===== src/rtl/cias_pkg.sv =====
// Package with register map, field layout and carrier types for the status bank
package cias_pkg;

	////////////////////////////////////////////////////////////////////////
	// Register offsets on the device register port
	localparam logic [7:0] CIAS_OFF_IN2_DIV_LOW = 8'h30;
	localparam logic [7:0] CIAS_OFF_BAND_SEL = 8'h37;
	localparam logic [7:0] CIAS_OFF_ACTIVE_IND = 8'h80;
	localparam logic [7:0] CIAS_OFF_ABSENT_STAT = 8'h81;
	localparam logic [7:0] CIAS_OFF_OFS_LOCK_STAT = 8'h82;
	localparam logic [7:0] CIAS_OFF_ABSENT_STICKY = 8'h83;
	localparam logic [7:0] CIAS_OFF_OFS_LOCK_STICKY = 8'h84;

	////////////////////////////////////////////////////////////////////////
	// Reset values
	localparam logic [7:0] CIAS_RST_IN2_DIV_LOW = 8'h00;
	localparam logic [2:0] CIAS_RST_BAND = 3'h0;
	localparam logic [7:0] CIAS_RST_ACTIVE_IND = 8'h20;
	localparam logic [7:0] CIAS_ZERO_BYTE = 8'h00;

	////////////////////////////////////////////////////////////////////////
	// Field positions
	localparam int CIAS_BAND1_LSB = 0;
	localparam int CIAS_BAND2_LSB = 3;
	localparam int CIAS_BAND_W = 3;
	localparam int CIAS_BIT_IN1_ACTIVE = 0;
	localparam int CIAS_BIT_IN2_ACTIVE = 1;
	localparam int CIAS_BIT_REF_ABSENT = 0;
	localparam int CIAS_BIT_IN1_ABSENT = 1;
	localparam int CIAS_BIT_IN2_ABSENT = 2;
	localparam int CIAS_BIT_UNLOCKED = 0;
	localparam int CIAS_BIT_IN1_OFFSET = 1;
	localparam int CIAS_BIT_IN2_OFFSET = 2;
	localparam int CIAS_BIT_HOLD_VALID = 6;
	// Sticky layout of the offset/lock flag register is shifted up by one
	localparam int CIAS_BIT_UNLOCKED_STK = 1;
	localparam int CIAS_BIT_IN1_OFFSET_STK = 2;
	localparam int CIAS_BIT_IN2_OFFSET_STK = 3;

	////////////////////////////////////////////////////////////////////////
	// Band codes: lowest and highest legal, above that reserved
	localparam logic [2:0] CIAS_BAND_LOWEST = 3'h0;
	localparam logic [2:0] CIAS_BAND_HIGHEST = 3'h5;

	// Synchroniser depth
	localparam int CIAS_SYNC_STAGES = 2;

	////////////////////////////////////////////////////////////////////////
	// Carrier types
	typedef struct packed {
		logic hold_valid;
		logic unlocked;
		logic in2_offset;
		logic in1_offset;
		logic ref_absent;
		logic in2_absent;
		logic in1_absent;
	} cias_status_t;

	localparam int CIAS_STATUS_W = $bits(cias_status_t);

	typedef struct packed {
		logic wr;
		logic rd;
		logic [7:0] addr;
		logic [7:0] wdata;
	} cias_req_t;

endpackage : cias_pkg


===== src/rtl/cias_status_bank.sv =====
// Status and configuration register bank for the input clock alarms
`timescale 1ns/1ps
`default_nettype none
module cias_status_bank #(
	parameter int DIV_W = 8
) (
	input wire logic ref_clk,
	input wire logic rstn,
	input wire cias_pkg::cias_req_t req,
	input wire cias_pkg::cias_status_t status_raw,
	input wire logic in2_selected,
	output logic [7:0] rdata,
	output logic rvalid,
	output logic [DIV_W-1:0] second_input_divider_low,
	output logic [2:0] in1_band_select,
	output logic [2:0] in2_band_select,
	output logic in1_active_indicator,
	output logic in2_active_indicator,
	output logic hold_spec_unreliable
);
	import cias_pkg::*;

	////////////////////////////////////////////////////////////////////////
	// Alarm synchronisers; selection travels with the alarms
	logic [CIAS_STATUS_W:0] sync_out;
	cias_status_t st;
	logic sel2_s;

	cias_sync #(
		.WIDTH(CIAS_STATUS_W + 1)
	) u_sync (
		.ref_clk(ref_clk),
		.rstn(rstn),
		.d({in2_selected, status_raw}),
		.q(sync_out)
	);

	// Split synchronised vector back into fields
	always_comb begin
		st = cias_status_t'(sync_out[CIAS_STATUS_W-1:0]);
		sel2_s = sync_out[CIAS_STATUS_W];
	end

	////////////////////////////////////////////////////////////////////////
	// Decode of one access
	logic wr_div;
	logic wr_band;
	logic wr_abs_stk;
	logic wr_ofs_stk;

	always_comb begin
		wr_div = req.wr && (req.addr == CIAS_OFF_IN2_DIV_LOW);
		wr_band = req.wr && (req.addr == CIAS_OFF_BAND_SEL);
		wr_abs_stk = req.wr && (req.addr == CIAS_OFF_ABSENT_STICKY);
		wr_ofs_stk = req.wr && (req.addr == CIAS_OFF_OFS_LOCK_STICKY);
	end

	////////////////////////////////////////////////////////////////////////
	// Configuration registers
	logic [DIV_W-1:0] div_next;
	logic [2:0] band1_next;
	logic [2:0] band2_next;
	logic [2:0] wband1;
	logic [2:0] wband2;

	// Reserved band codes are refused so the monitor never sees them
	always_comb begin
		wband1 = req.wdata[CIAS_BAND1_LSB +: CIAS_BAND_W];
		wband2 = req.wdata[CIAS_BAND2_LSB +: CIAS_BAND_W];
		div_next = second_input_divider_low;
		band1_next = in1_band_select;
		band2_next = in2_band_select;
		if (wr_div) begin
			div_next = req.wdata[DIV_W-1:0];
		end
		if (wr_band && wband1 <= CIAS_BAND_HIGHEST) begin
			band1_next = wband1;
		end
		if (wr_band && wband2 <= CIAS_BAND_HIGHEST) begin
			band2_next = wband2;
		end
	end

	always_ff @(posedge ref_clk or negedge rstn) begin
		if (!rstn) begin
			second_input_divider_low <= CIAS_RST_IN2_DIV_LOW[DIV_W-1:0];
			in1_band_select <= CIAS_RST_BAND;
			in2_band_select <= CIAS_RST_BAND;
		end else begin
			second_input_divider_low <= div_next;
			in1_band_select <= band1_next;
			in2_band_select <= band2_next;
		end
	end

	////////////////////////////////////////////////////////////////////////
	// Active input indicators; a lost input is never shown active
	logic act1_next;
	logic act2_next;
	logic unrel_next;

	always_comb begin
		act1_next = !sel2_s && !st.in1_absent;
		act2_next = sel2_s && !st.in2_absent;
		unrel_next = !st.hold_valid;
	end

	always_ff @(posedge ref_clk or negedge rstn) begin
		if (!rstn) begin
			in1_active_indicator <= 1'b0;
			in2_active_indicator <= 1'b0;
			hold_spec_unreliable <= 1'b1;
		end else begin
			in1_active_indicator <= act1_next;
			in2_active_indicator <= act2_next;
			hold_spec_unreliable <= unrel_next;
		end
	end

	////////////////////////////////////////////////////////////////////////
	// Sticky flags: an alarm in the clearing cycle keeps its flag set
	logic [2:0] abs_stk_reg;
	logic [2:0] abs_stk_next;
	logic [2:0] ofs_stk_reg;
	logic [2:0] ofs_stk_next;
	logic [2:0] abs_live;
	logic [2:0] ofs_live;

	always_comb begin
		abs_live = {st.in2_absent, st.in1_absent, st.ref_absent};
		ofs_live = {st.in2_offset, st.in1_offset, st.unlocked};
		abs_stk_next = abs_stk_reg;
		ofs_stk_next = ofs_stk_reg;
		if (wr_abs_stk) begin
			abs_stk_next = abs_stk_reg & req.wdata[CIAS_BIT_IN2_ABSENT:0];
		end
		if (wr_ofs_stk) begin
			ofs_stk_next = ofs_stk_reg &
				req.wdata[CIAS_BIT_IN2_OFFSET_STK:CIAS_BIT_UNLOCKED_STK];
		end
		abs_stk_next = abs_stk_next | abs_live;
		ofs_stk_next = ofs_stk_next | ofs_live;
	end

	always_ff @(posedge ref_clk or negedge rstn) begin
		if (!rstn) begin
			abs_stk_reg <= 3'h0;
			ofs_stk_reg <= 3'h0;
		end else begin
			abs_stk_reg <= abs_stk_next;
			ofs_stk_reg <= ofs_stk_next;
		end
	end

	////////////////////////////////////////////////////////////////////////
	// Read path; unmapped offsets read zero, one cycle after the strobe
	logic [7:0] rdata_next;

	always_comb begin
		rdata_next = CIAS_ZERO_BYTE;
		case (req.addr)
			CIAS_OFF_IN2_DIV_LOW: begin
				rdata_next[DIV_W-1:0] = second_input_divider_low;
			end
			CIAS_OFF_BAND_SEL: begin
				rdata_next[CIAS_BAND1_LSB +: CIAS_BAND_W] = in1_band_select;
				rdata_next[CIAS_BAND2_LSB +: CIAS_BAND_W] = in2_band_select;
			end
			CIAS_OFF_ACTIVE_IND: begin
				rdata_next = CIAS_RST_ACTIVE_IND;
				rdata_next[CIAS_BIT_IN1_ACTIVE] = in1_active_indicator;
				rdata_next[CIAS_BIT_IN2_ACTIVE] = in2_active_indicator;
			end
			CIAS_OFF_ABSENT_STAT: begin
				rdata_next[CIAS_BIT_IN2_ABSENT] = st.in2_absent;
				rdata_next[CIAS_BIT_IN1_ABSENT] = st.in1_absent;
				rdata_next[CIAS_BIT_REF_ABSENT] = st.ref_absent;
			end
			CIAS_OFF_OFS_LOCK_STAT: begin
				rdata_next[CIAS_BIT_HOLD_VALID] = st.hold_valid;
				rdata_next[CIAS_BIT_IN2_OFFSET] = st.in2_offset;
				rdata_next[CIAS_BIT_IN1_OFFSET] = st.in1_offset;
				rdata_next[CIAS_BIT_UNLOCKED] = st.unlocked;
			end
			CIAS_OFF_ABSENT_STICKY: begin
				rdata_next[CIAS_BIT_IN2_ABSENT:0] = abs_stk_reg;
			end
			CIAS_OFF_OFS_LOCK_STICKY: begin
				rdata_next[CIAS_BIT_IN2_OFFSET_STK:CIAS_BIT_UNLOCKED_STK] =
					ofs_stk_reg;
			end
			default: begin
				rdata_next = CIAS_ZERO_BYTE;
			end
		endcase
		if (!req.rd) begin
			rdata_next = CIAS_ZERO_BYTE;
		end
	end

	always_ff @(posedge ref_clk or negedge rstn) begin
		if (!rstn) begin
			rdata <= CIAS_ZERO_BYTE;
			rvalid <= 1'b0;
		end else begin
			rdata <= rdata_next;
			rvalid <= req.rd;
		end
	end
endmodule : cias_status_bank
`default_nettype wire


===== src/rtl/cias_sync.sv =====
// Multi-bit two-flop level synchroniser used for the alarm inputs
`timescale 1ns/1ps
`default_nettype none
module cias_sync #(
	parameter int WIDTH = 1
) (
	input wire logic ref_clk,
	input wire logic rstn,
	input wire logic [WIDTH-1:0] d,
	output logic [WIDTH-1:0] q
);
	import cias_pkg::*;

	logic [WIDTH-1:0] meta_reg;
	logic [WIDTH-1:0] meta_next;
	logic [WIDTH-1:0] q_next;

	// First stage feeds only the second stage
	always_comb begin
		meta_next = d;
		q_next = meta_reg;
	end

	// Plain registers, cleared at reset
	always_ff @(posedge ref_clk or negedge rstn) begin
		if (!rstn) begin
			meta_reg <= '0;
			q <= '0;
		end else begin
			meta_reg <= meta_next;
			q <= q_next;
		end
	end

endmodule : cias_sync
`default_nettype wire


===== config.mk =====
export PLATFORM = sky130hd
export DESIGN_NAME = cias_status_bank
export DESIGN_NICKNAME = d
export VERILOG_FILES = /design/src/rtl/cias_pkg.sv /design/src/rtl/cias_status_bank.sv /design/src/rtl/cias_sync.sv
export SDC_FILE = /design/constraint.sdc
export NUM_CORES = 1
export LEC_CHECK = 0
export BUFFER_PORTS_ARGS = -buffer_cell sky130_fd_sc_hd__buf_2
export CORE_ASPECT_RATIO = 0.6
export CORE_MARGIN = 2
export CORE_UTILIZATION = 55
export CTS_BUF_LIST = sky130_fd_sc_hd__clkbuf_2 sky130_fd_sc_hd__clkbuf_4 sky130_fd_sc_hd__clkbuf_8
export DETAILED_ROUTE_END_ITERATION = 6
export PLACE_DENSITY = 0.84
export SKIP_CTS_REPAIR_TIMING = 1
export SLEW_MARGIN = 25
export SYNTH_ARGS = -nofsm -noshare
export SYNTH_HDL_FRONTEND = slang
export SYNTH_SLANG_ARGS = --single-unit

===== constraint.sdc =====
create_clock -name ref_clk -period 2.2 [get_ports ref_clk]
set_input_delay 0.22 -clock ref_clk [delete_from_list [all_inputs] [get_ports ref_clk]]
set_output_delay 0.22 -clock ref_clk [all_outputs]
set_load 0.02 [all_outputs]

After elaboration in Yosys (flattened, before gate mapping)
Cells that the tools add are included.

$lt $le $gt $ge: 2. Eq/ne operators: 7. Muxes and demuxes: 9. Bitwise gates (word level): 4. Reductions and logical operators: 12.

Operators by type and width (number): $eq 8x8->1 const B (5); $eq 8x6->1 const B (2); $pmux 2 s7 (1); $logic_and 1x1->1 (8); $mux 8 (1); $and 3x3->3 (2); $le 3x3->1 const B (2); $mux 3 (2); $or 3x3->3 (2); $pmux 1 s6 (1); $pmux 2 s3 (1); $logic_not 1->1 (4); $pmux 1 s3 (1); $pmux 1 s2 (1); $mux 1 (1).

Bits in registers: 48. Bits of input ports: 28. Output and inout port bits: 26. Word-level logic and storage cells: 46.

Depth between registers and ports, before layout
Gate-level depths: netlist of the first run.

Word-level depth: 4. Mapped depth: 5. Gate-level depth less buffers: 4.

Hierarchy
A second synthesis of the first run with hierarchy kept.

Cells, all modules: 143. Area, all modules: 1898.1 sq um.

Modules (own cells, without submodules): cias_status_bank (times used 1, cells an instance 127, area an instance 1497.7 sq um, seq. area each 802.0 sq um); cias_sync (times used 1, cells an instance 16, area an instance 400.4 sq um, seq. area each 400.4 sq um).

Least setup slack after synthesis of the first run
OpenSTA, ideal clock, no wires.

Path kind: input-to-reg. Start point: in req[8] in the netlist's numbering. End point: reg in1_band_select[0]. Library setup time: 0.125 ns. Data arrival time: 1.347 ns. Data required time: 2.075 ns. Slack: 0.728 ns. Stages: 5. Path buffers: 1. Path through: buf_2 > and3_2 > nand4_2 > a21oi_1 > mux2_2.

Cells in the longest elaborated chain, start to end: 3.

RTL lines: start, declared (RTL line cias_status_bank.sv:9) `input wire cias_pkg::cias_req_t req,`; $eq 8x6->1 (RTL line cias_status_bank.sv:53) `wr_band = req.wr && (req.addr == CIAS_OFF_BAND_SEL);`; $logic_and 1x1->1 (RTL line cias_status_bank.sv:53); $logic_and 1x1->1 (RTL line cias_status_bank.sv:76) `if (wr_band && wband1 <= CIAS_BAND_HIGHEST) begin`; end signal, assigned (RTL line cias_status_bank.sv:91) `in1_band_select <= band1_next;`; end, declared (RTL line cias_status_bank.sv:15) `output logic [2:0] in1_band_select,`.

Every way passes these cells. A chain may end at the register's enable or synchronous reset.

Worst setup path in the final report of the first run
Start point: reg in1_active_indicator. End point: reg rdata[0].

Cells in the longest elaborated chain, start to end: 2.

RTL lines: start, declared (RTL line cias_status_bank.sv:17) `output logic in1_active_indicator,`; start signal, assigned (RTL line cias_status_bank.sv:114) `in1_active_indicator <= act1_next;`; $pmux 1 s6 (RTL line cias_status_bank.sv:161) `case (req.addr)`; $mux 8 (RTL line cias_status_bank.sv:196) `if (!req.rd) begin`; via rdata_next[0] (RTL line cias_status_bank.sv:157) `logic [7:0] rdata_next;`; end signal, assigned (RTL line cias_status_bank.sv:206) `rdata <= rdata_next;`; end, declared (RTL line cias_status_bank.sv:12) `output logic [7:0] rdata,`.

The timed path passes the listed nets, and every way through them passes these cells.

==> flow_summary.yaml, run 1 <==
clocking:
  clockBufferDepth: 2
  cts_tree: "yes"
  clock-root-buffer: "clkbuf_8"
  clkSinkCount: 48
  clk_pin_slew_worst_paths_ns: 0.08
  clock_latency_ns: 0.30
  h-tree-depth: 2
  cts_buffers: 5
finish:
  nFillCells: 252
  mostFrequentLayoutCells: "buf_2 (53), dfrtp_1 (47), mux2_4 (8)"
  regArea_sq_mm: 0.00120
  multiInputGateArea_sq_um: 689
  drive_gt1_share_pct: 43.1
  fin_util_pct: 71.1
  nNetsFinal: 222
  syn2layout_area_growth_pct: 22.2
  final_common_cell: "buf_2"
  antennaDiodeCount: 0
  fin_area_sq_mm: 0.00235
synthesis:
  synth_area_leaders: "dfrtp_1 (61%), mux2_4 (6.3%), mux4_1 (2.7%)"
  yosys_register_bits: 48
  synth_seq_area_share_pct: 62.6
  yosysWarnings: 0
  synth_edf_count: 0
  synthCells: 134
  synthArstFlopShare_pct: 100
  synth.net_count: 162
  synth_cell_types: 39
  ys.flop_type: "dfrtp_1"
  synth_area_per_cell_sq_um: 14.3
  yosysTopAreaCell: "dfrtp_1"
  synth_area_sq_mm: 0.00192
  synthDominantCellAreaShare_pct: 61.2
critical_path:
  end_kind: "register"
  crit_fanout: 2
  cp-start-kind: "register"
  worst-setup-path-type: "reg -> reg"
  cp.arrival_ns: 1.53
  required_ns: 2.39
floorplanning:
  start_util_pct: 58.1
  dieArea_sq_mm: 0.00400
  rows: 16
  coreArea_sq_mm: 0.00330
  dieWidth_um: 80.3
  ioPinCount: 54
  die_h_um: 49.8
drt:
  post_drt_wl_per_cell_um: 17.0
  vias: 1321
  antenna_left: 0
  first_pass_iters: 4
  via_per_inst: 5.50
  drtIter0Drc: 94
  drt_wl_total_um: 4080
  drc: 0
grt:
  grt_pass1_wl_um: 6480
  grt_util_all_layers_pct: 22.6
  grt_start_max_net_pins: 30
  antenna_found_initial: 0
  grt_pass1_vias: 1295
  gr-total-overflow: 0
sta:
  period_share_pct: 61.0
  finalHoldViolCount: 0
  setup_viol: 0
  max_slew_margin_pct: 57.0
  clock_skew_ns: 0.00469
  tns_ns: 0
  rsz0062_at_grt: "no"
  worst_pin_slew_ns: 0.645
  max_freq_ghz: 0.746
  report.final.slew_viol_count: 0
  layout_min_cycle_time_ns: 1.34
pwr:
  ir_drop_v: 0.000479
  p_per_area_mw_per_mm2: 695
  p_total_uw: 1630
  p_leak_uw: 0.00118
min_path:
  holdCritPathClass: "in -> reg"
place:
  portBuffers: 53
  place_congestion: 0.877
  placed_area_sq_mm: 0.00224
  hpwl_um: 3090
outcome:
  status: "complete, no violations"
run:
  cap_violations: 0
-- metal layers --
layer | up-vias | GRT usage [%] | part of all wire, %
met3 | 10 | 7.33 | 8.4
met2 | 58 | 32.6 | 44
met4 | 0 | 8.76 | 1.7
met5 | - | 0 | 0
met1 | 642 | 31.9 | 46
li1 | 611 | - | -
-- cells by family after synthesis --
logic type,count (synthesis),share of synthesized area (%)
mux,14,11.2
flops,48,62.6
buf+inv,5,1.50
simple gates,39,14.3
compound gates,28,10.4
-- Yosys cell counts (2+ instances only) --
cell and instances:
mux2_2 2, a22oi_1 4, a21boi_0 2, nand2b_1 6
mux2_4 8, and3b_1 2, a22o_1 2, nand4_1 2
nor2_1 7, o22a_1 4, dfrtp_1 47, a32o_1 2
and3_2 3, nor2b_1 3, nand2_1 5, mux4_1 2
a21oi_1 4, o21ai_0 6, mux2i_1 2, nand4b_1 2
-- path summary, 6_finish.rpt --
check | start | to | slack [ns] | depth (start not counted)
min in group asynchronous | rstn | u_sync.q[6] | 0.49 | 2
max in group asynchronous | rstn | rdata[6] | 1.11 | 3
min reg2reg | u_sync.meta_reg[5] | u_sync.q[5] | 0.35 | 0
min | in2_selected | u_sync.meta_reg[7] | 0.02 | 1
max | in1_active_indicator | rdata[0] | 0.86 | 3
max reg2reg | in1_active_indicator | rdata[0] | 0.86 | 3
-- where the power goes --
part	leakage, uW	switching, uW	internal (uW)
Combinational	0.000542	87.3	63.2
Clock	0.0000479	280	268
Sequential	0.000592	19.6	913
-- through the flow --
step	worst slack (ns)	std cells	hold slack [ns]
after floorplan	0.728	134	-0.0756
after CTS	0.867	239	-0.0486
after global routing	0.777	240	0.0115
after detailed placement	0.565	231	0.276
final	0.859	240	0.0221
after global placement	0.631	231	0.266
-- layout make-up --
cell class	count	share of cell area, %
clock inverter	1	0.320
sequential	48	51.2
multi-input combinational	81	29.4
tap	45	2.40
clock buffer	7	3.84
timing repair buffer	57	12.7
inverter	1	0.160
-- critical path, stage by stage, from the launching register on --
cell,delay (ns)
dfrtp_1,0.40
mux4_1,0.51
a22oi_1,0.24
nor2_1,0.07
Note: power is estimated with default switching activity, not from simulation.
==> inputs of run 2 (changes only) <==
ABC_AREA = 1   (was default)
CORE_UTILIZATION = 54   (was 55)
PLACE_DENSITY = 0.82   (was 0.84)
clock period = 1.3 ns   (was 2.2 ns; I/O delays follow)
==> flow_summary.yaml, run 2 <==
clocking:
  clockBufferDepth: 2
  cts_tree: "yes"
  h-tree-depth: 2
  clk_pin_slew_worst_paths_ns: 0.09
  clock-root-buffer: "clkbuf_8"
  clkSinkCount: 48
  cts_buffers: 5
  clock_latency_ns: 0.30
synthesis:
  yosys_register_bits: 48
  synth_cell_types: 19
  synthMostInstantiatedCell: "dfrtp_1"
  synth_edf_count: 0
  yosysTopAreaCell: "dfrtp_1"
  ys.flop_type: "dfrtp_1"
  yosysWarnings: 0
  synth_area_leaders: "dfrtp_1 (59%), nand2_1 (8.6%), nand3_1 (7.0%)"
  synth_seq_area_share_pct: 59.9
  synthArstFlopShare_pct: 100
  synthCells: 207
  synth_area_sq_mm: 0.00201
  synth_area_per_cell_sq_um: 9.70
  synthDominantCellAreaShare_pct: 58.6
  synth.net_count: 235
  yosys-top-cells-count: "dfrtp_1 (47), nand2_1 (46), nand3_1 (28), inv_1 (24)"
finish:
  antennaDiodeCount: 0
  stdcell_count: 326
  nNetsFinal: 306
  syn2layout_area_growth_pct: 28.6
  nFillCells: 283
  drive_gt1_share_pct: 33.0
  fin_util_pct: 71.4
  final_common_cell: "buf_2"
  mostFrequentLayoutCells: "buf_2 (53), dfrtp_1 (47), nand2_1 (46)"
sta:
  layout_min_cycle_time_ns: 1.10
  setup_viol: 0
  worst_pin_slew_ns: 0.580
  rsz0062_at_grt: "no"
  clock_skew_ns: 0.00512
  period_share_pct: 84.7
  max_slew_margin_pct: 61.4
  setup_slack_ns: 0.199
  finalHoldViolCount: 0
  tns_ns: 0
  report.final.slew_viol_count: 0
  max_freq_ghz: 0.908
critical_path:
  r2r_start: "in1_band_select[0]"
  crit_family: "flip-flops"
  r2r_end: "rdata[0]"
  required_ns: 1.17
  critPathSlowestCell: "dfstp_2"
  max_stage_delay_ns: 0.52
  end_kind: "output port"
  crit_fanout: 1
  cp.arrival_ns: 0.97
  path_cells: "buf_2"
  r2r_slack_ns: 0.44
  crit_cells: 1
  ff2ff_path_depth: 4
  worst-setup-path-type: "reg -> out"
  cp_num_buf_inv: 1
  cp-start-kind: "register"
drt:
  drtIter0Drc: 219
  post_drt_wl_per_cell_um: 13.2
  via_per_inst: 5.03
  first_pass_iters: 4
  vias: 1641
  drt_wl_total_um: 4300
  antenna_left: 0
  drc: 0
place:
  dpl.cell_count: 308
  portBuffers: 53
  place_congestion: 0.856
  dp_slack_ns: 0.0829
  hpwl_um: 3170
min_path:
  min_to: "ofs_stk_reg[2]"
  min-delay-start: "req[3]"
  holdPathStages: 3
  holdCritPathClass: "in -> reg"
run:
  cap_violations: 0
floorplanning:
  coreArea_sq_mm: 0.00362
  die_h_um: 51.2
  start_util_pct: 55.5
  dieWidth_um: 82.7
  dieArea_sq_mm: 0.00424
  rows: 17
  ioPinCount: 54
pwr:
  p_total_uw: 3140
  p_per_area_mw_per_mm2: 1220
  p_leak_uw: 0.00137
  ir_drop_v: 0.000733
outcome:
  status: "complete, no violations"
grt:
  grt_pass1_vias: 1382
  grt_util_all_layers_pct: 22.6
  grt_pass1_wl_um: 6780
  antenna_found_initial: 0
  grt_start_max_net_pins: 26
  gr-total-overflow: 0
[run 2: cell count changes in the layout (fill, tap and decap cells not counted), sizes merged, moves of 10 or more]
cell | previous run | this run
nand2 | 6 | 51
inv | 1 | 29
nand3 | 1 | 29
nor2 | 7 | 21
o21ai | 6 | 20
mux2 | 10 | 0
[run 2: cells by family after synthesis]
family,synth area share (%)
flops,59.9
buf+inv,6.36
simple gates,25.4
compound gates,8.35
[run 2: routing by layer]
layer / wire length [um] / vias to the layer above / global-route usage (%) / share of wire [%]
li1: - / 799 / - / -
met1: 2100 / 771 / 33.7 / 49
met2: 1810 / 67 / 32.3 / 42
met3: 370 / 4 / 7.60 / 8.6
met4: 25 / 0 / 4.92 / 0.58
met5: 0 / - / 0 / 0
[run 2: how the worst max path moves through the flow]
stage / start / end / slack, ns
2_1_floorplan: req[11] / second_input_divider_low[4] / 0.34
3_5_place_dp: req[14] / abs_stk_reg[0] / 0.08
6_report: hold_spec_unreliable / hold_spec_unreliable / 0.20
4_1_cts: hold_spec_unreliable / hold_spec_unreliable / 0.19
3_3_place_gp: req[14] / rdata[2] / 0.12
5_1_grt: hold_spec_unreliable / hold_spec_unreliable / 0.15
[run 2: where the power goes]
part	switching (uW)	internal, uW
Combinational	173	103
Clock	514	774
Sequential	33.3	1540
Total	721	2420
[run 2: through the flow]
stage / instance area [sq um] / hold slack [ns]
after floorplan: 2010 / -0.166
after global placement: 2340 / 0.152
after detailed placement: 2340 / 0.153
after CTS: 2480 / -0.177
after global routing: 2580 / 0.0599
final: 2580 / 0.0664
[run 2: final cells by class]
type	instances	area, sq um	share of cell area [%]
flip-flops and latches	48	1200	46.6
multi-input cells	129	678	26.3
repair buffers	66	400	15.5
inverters	28	105	4.07
clock buffers	5	68.8	2.66
clock inverters	3	68.8	2.66
well taps	47	58.8	2.28
[run 2: worst reg2reg max path: stages, from the launching register on]
cell     delay (ns)
dfrtp_1        0.41
nand3_1        0.09
nand2_1        0.07
nor2_1         0.10
a21oi_1        0.08
==> inputs of run 3 (changes only) <==
ABC_AREA = 0   (was 1)
CORE_UTILIZATION = 48   (was 54)
PLACE_DENSITY = 0.77   (was 0.82)
clock period = 1 ns   (was 1.3 ns; I/O delays follow)
==> flow_summary.yaml, run 3 (synthesis gave the netlist of run 1 again) <==
drt:
  routed-wl-met2_um: 2130
  post_drt_wl_per_cell_um: 17.0
  via_per_inst: 5.49
  antenna_left: 0
  wl_met1_um: 2110
  wl_met3_um: 401
  drtIter0Drc: 141
  maxUsedRoutingLayer: "met4"
  vias: 1514
  drc: 0
  first_pass_iters: 4
  drt_wl_total_um: 4680
pwr:
  p_leak_uw: 0.00137
  ir_drop_v: 0.000899
  p_per_area_mw_per_mm2: 1430
sta:
  finalHoldViolCount: 0
  worst_pin_slew_ns: 0.340
  hold-worst-slack_ns: 0.00636
  tns_ns: -0.704
  max_slew_margin_pct: 77.3
  period_share_pct: 125
  max_freq_ghz: 0.801
  clock_skew_ns: 0.00604
  setup_viol: 9
  setup_slack_ns: -0.248
  rsz0062_at_grt: "yes"
  layout_min_cycle_time_ns: 1.25
  report.final.slew_viol_count: 0
floorplanning:
  rows: 17
  dieArea_sq_mm: 0.00454
  dieWidth_um: 85.7
  ioPinCount: 54
  die_h_um: 53.0
  coreArea_sq_mm: 0.00374
  start_util_pct: 51.3
clocking:
  cts_tree: "yes"
  h-tree-depth: 2
  clkSinkCount: 48
  cts_buffers: 5
  clock_latency_ns: 0.30
  clk_pin_slew_worst_paths_ns: 0.09
  clock-root-buffer: "clkbuf_8"
  clockBufferDepth: 2
grt:
  gr-total-overflow: 0
  grt_pass1_vias: 1390
  grt_pass1_wl_um: 6990
  antenna_found_initial: 0
  grt_util_all_layers_pct: 20.9
  grt_start_max_net_pins: 49
run:
  cap_violations: 0
finish:
  final_common_cell: "dfrtp_1"
  drive_gt1_share_pct: 52.0
  syn2layout_area_growth_pct: 44.7
  fin_area_sq_mm: 0.00278
  mostFrequentLayoutCells: "dfrtp_1 (47), buf_2 (41), buf_4 (26)"
  antennaDiodeCount: 0
  fin_util_pct: 74.2
  nNetsFinal: 256
critical_path:
  worst-setup-path-type: "reg -> reg"
  crit_fanout: 2
  end_kind: "register"
  cp.arrival_ns: 1.44
  cp-start-kind: "register"
  required_ns: 1.19
  ff2ff_path_depth: 3
place:
  place_congestion: 0.858
  hpwl_um: 3270
  portBuffers: 53
  placed_area_sq_mm: 0.00244
  dp_slack_ns: -0.345
min_path:
  holdCritPathClass: "in -> reg"
  holdPathStages: 1
outcome:
  violations: "negative setup slack"
  status: "finished with violations"
[run 3: routing by layer]
layer / track usage [%] / vias up
li1: - / 682
met1: 29.3 / 745
met2: 31.5 / 81
met3: 5.77 / 6
met4: 6.88 / 0
met5: 0 / -
[run 3: metrics by stage]
| stage | total power [uW] | cells |
|---|---|---|
| 2_1_floorplan | 2240 | 134 |
| 3_3_place_gp | 2460 | 253 |
| 3_5_place_dp | 2480 | 253 |
| 4_1_cts | 3920 | 261 |
| 5_1_grt | 4140 | 276 |
| 6_report | 3980 | 276 |
[run 3: final timing paths]
| kind | from | to | slack [ns] |
|---|---|---|---|
| max reg2reg | in1_active_indicator | rdata[0] | -0.25 |
| max | in1_active_indicator | rdata[0] | -0.25 |
| max in group asynchronous | rstn | hold_spec_unreliable | 0.42 |
| min in group asynchronous | rstn | in1_active_indicator | 0.31 |
| min reg2reg | u_sync.meta_reg[2] | u_sync.q[2] | 0.35 |
| min | req[16] | rvalid | 0.006 |
[run 3: where the power goes]
group	total (uW)	internal, uW	switching, uW
combinational	476	247	229
sequential	2050	2010	41.9
clock	1450	818	635
[run 3: area by class of cell]
cell class	instances	area, sq um
Timing Repair Buffer	91	664
Clock buffer	6	82.6
Multi-Input combinational cell	81	728
Inverter	1	3.75
Tap cell	47	58.8
Fill cell	257	965
Sequential cell	48	1200
Clock inverter	2	38.8
[run 3: critical path, cell delays in order (launching register included)]
cell and delay, ns:
dfrtp_1 0.40, mux4_2 0.49, a22oi_2 0.18, nor2_1 0.06
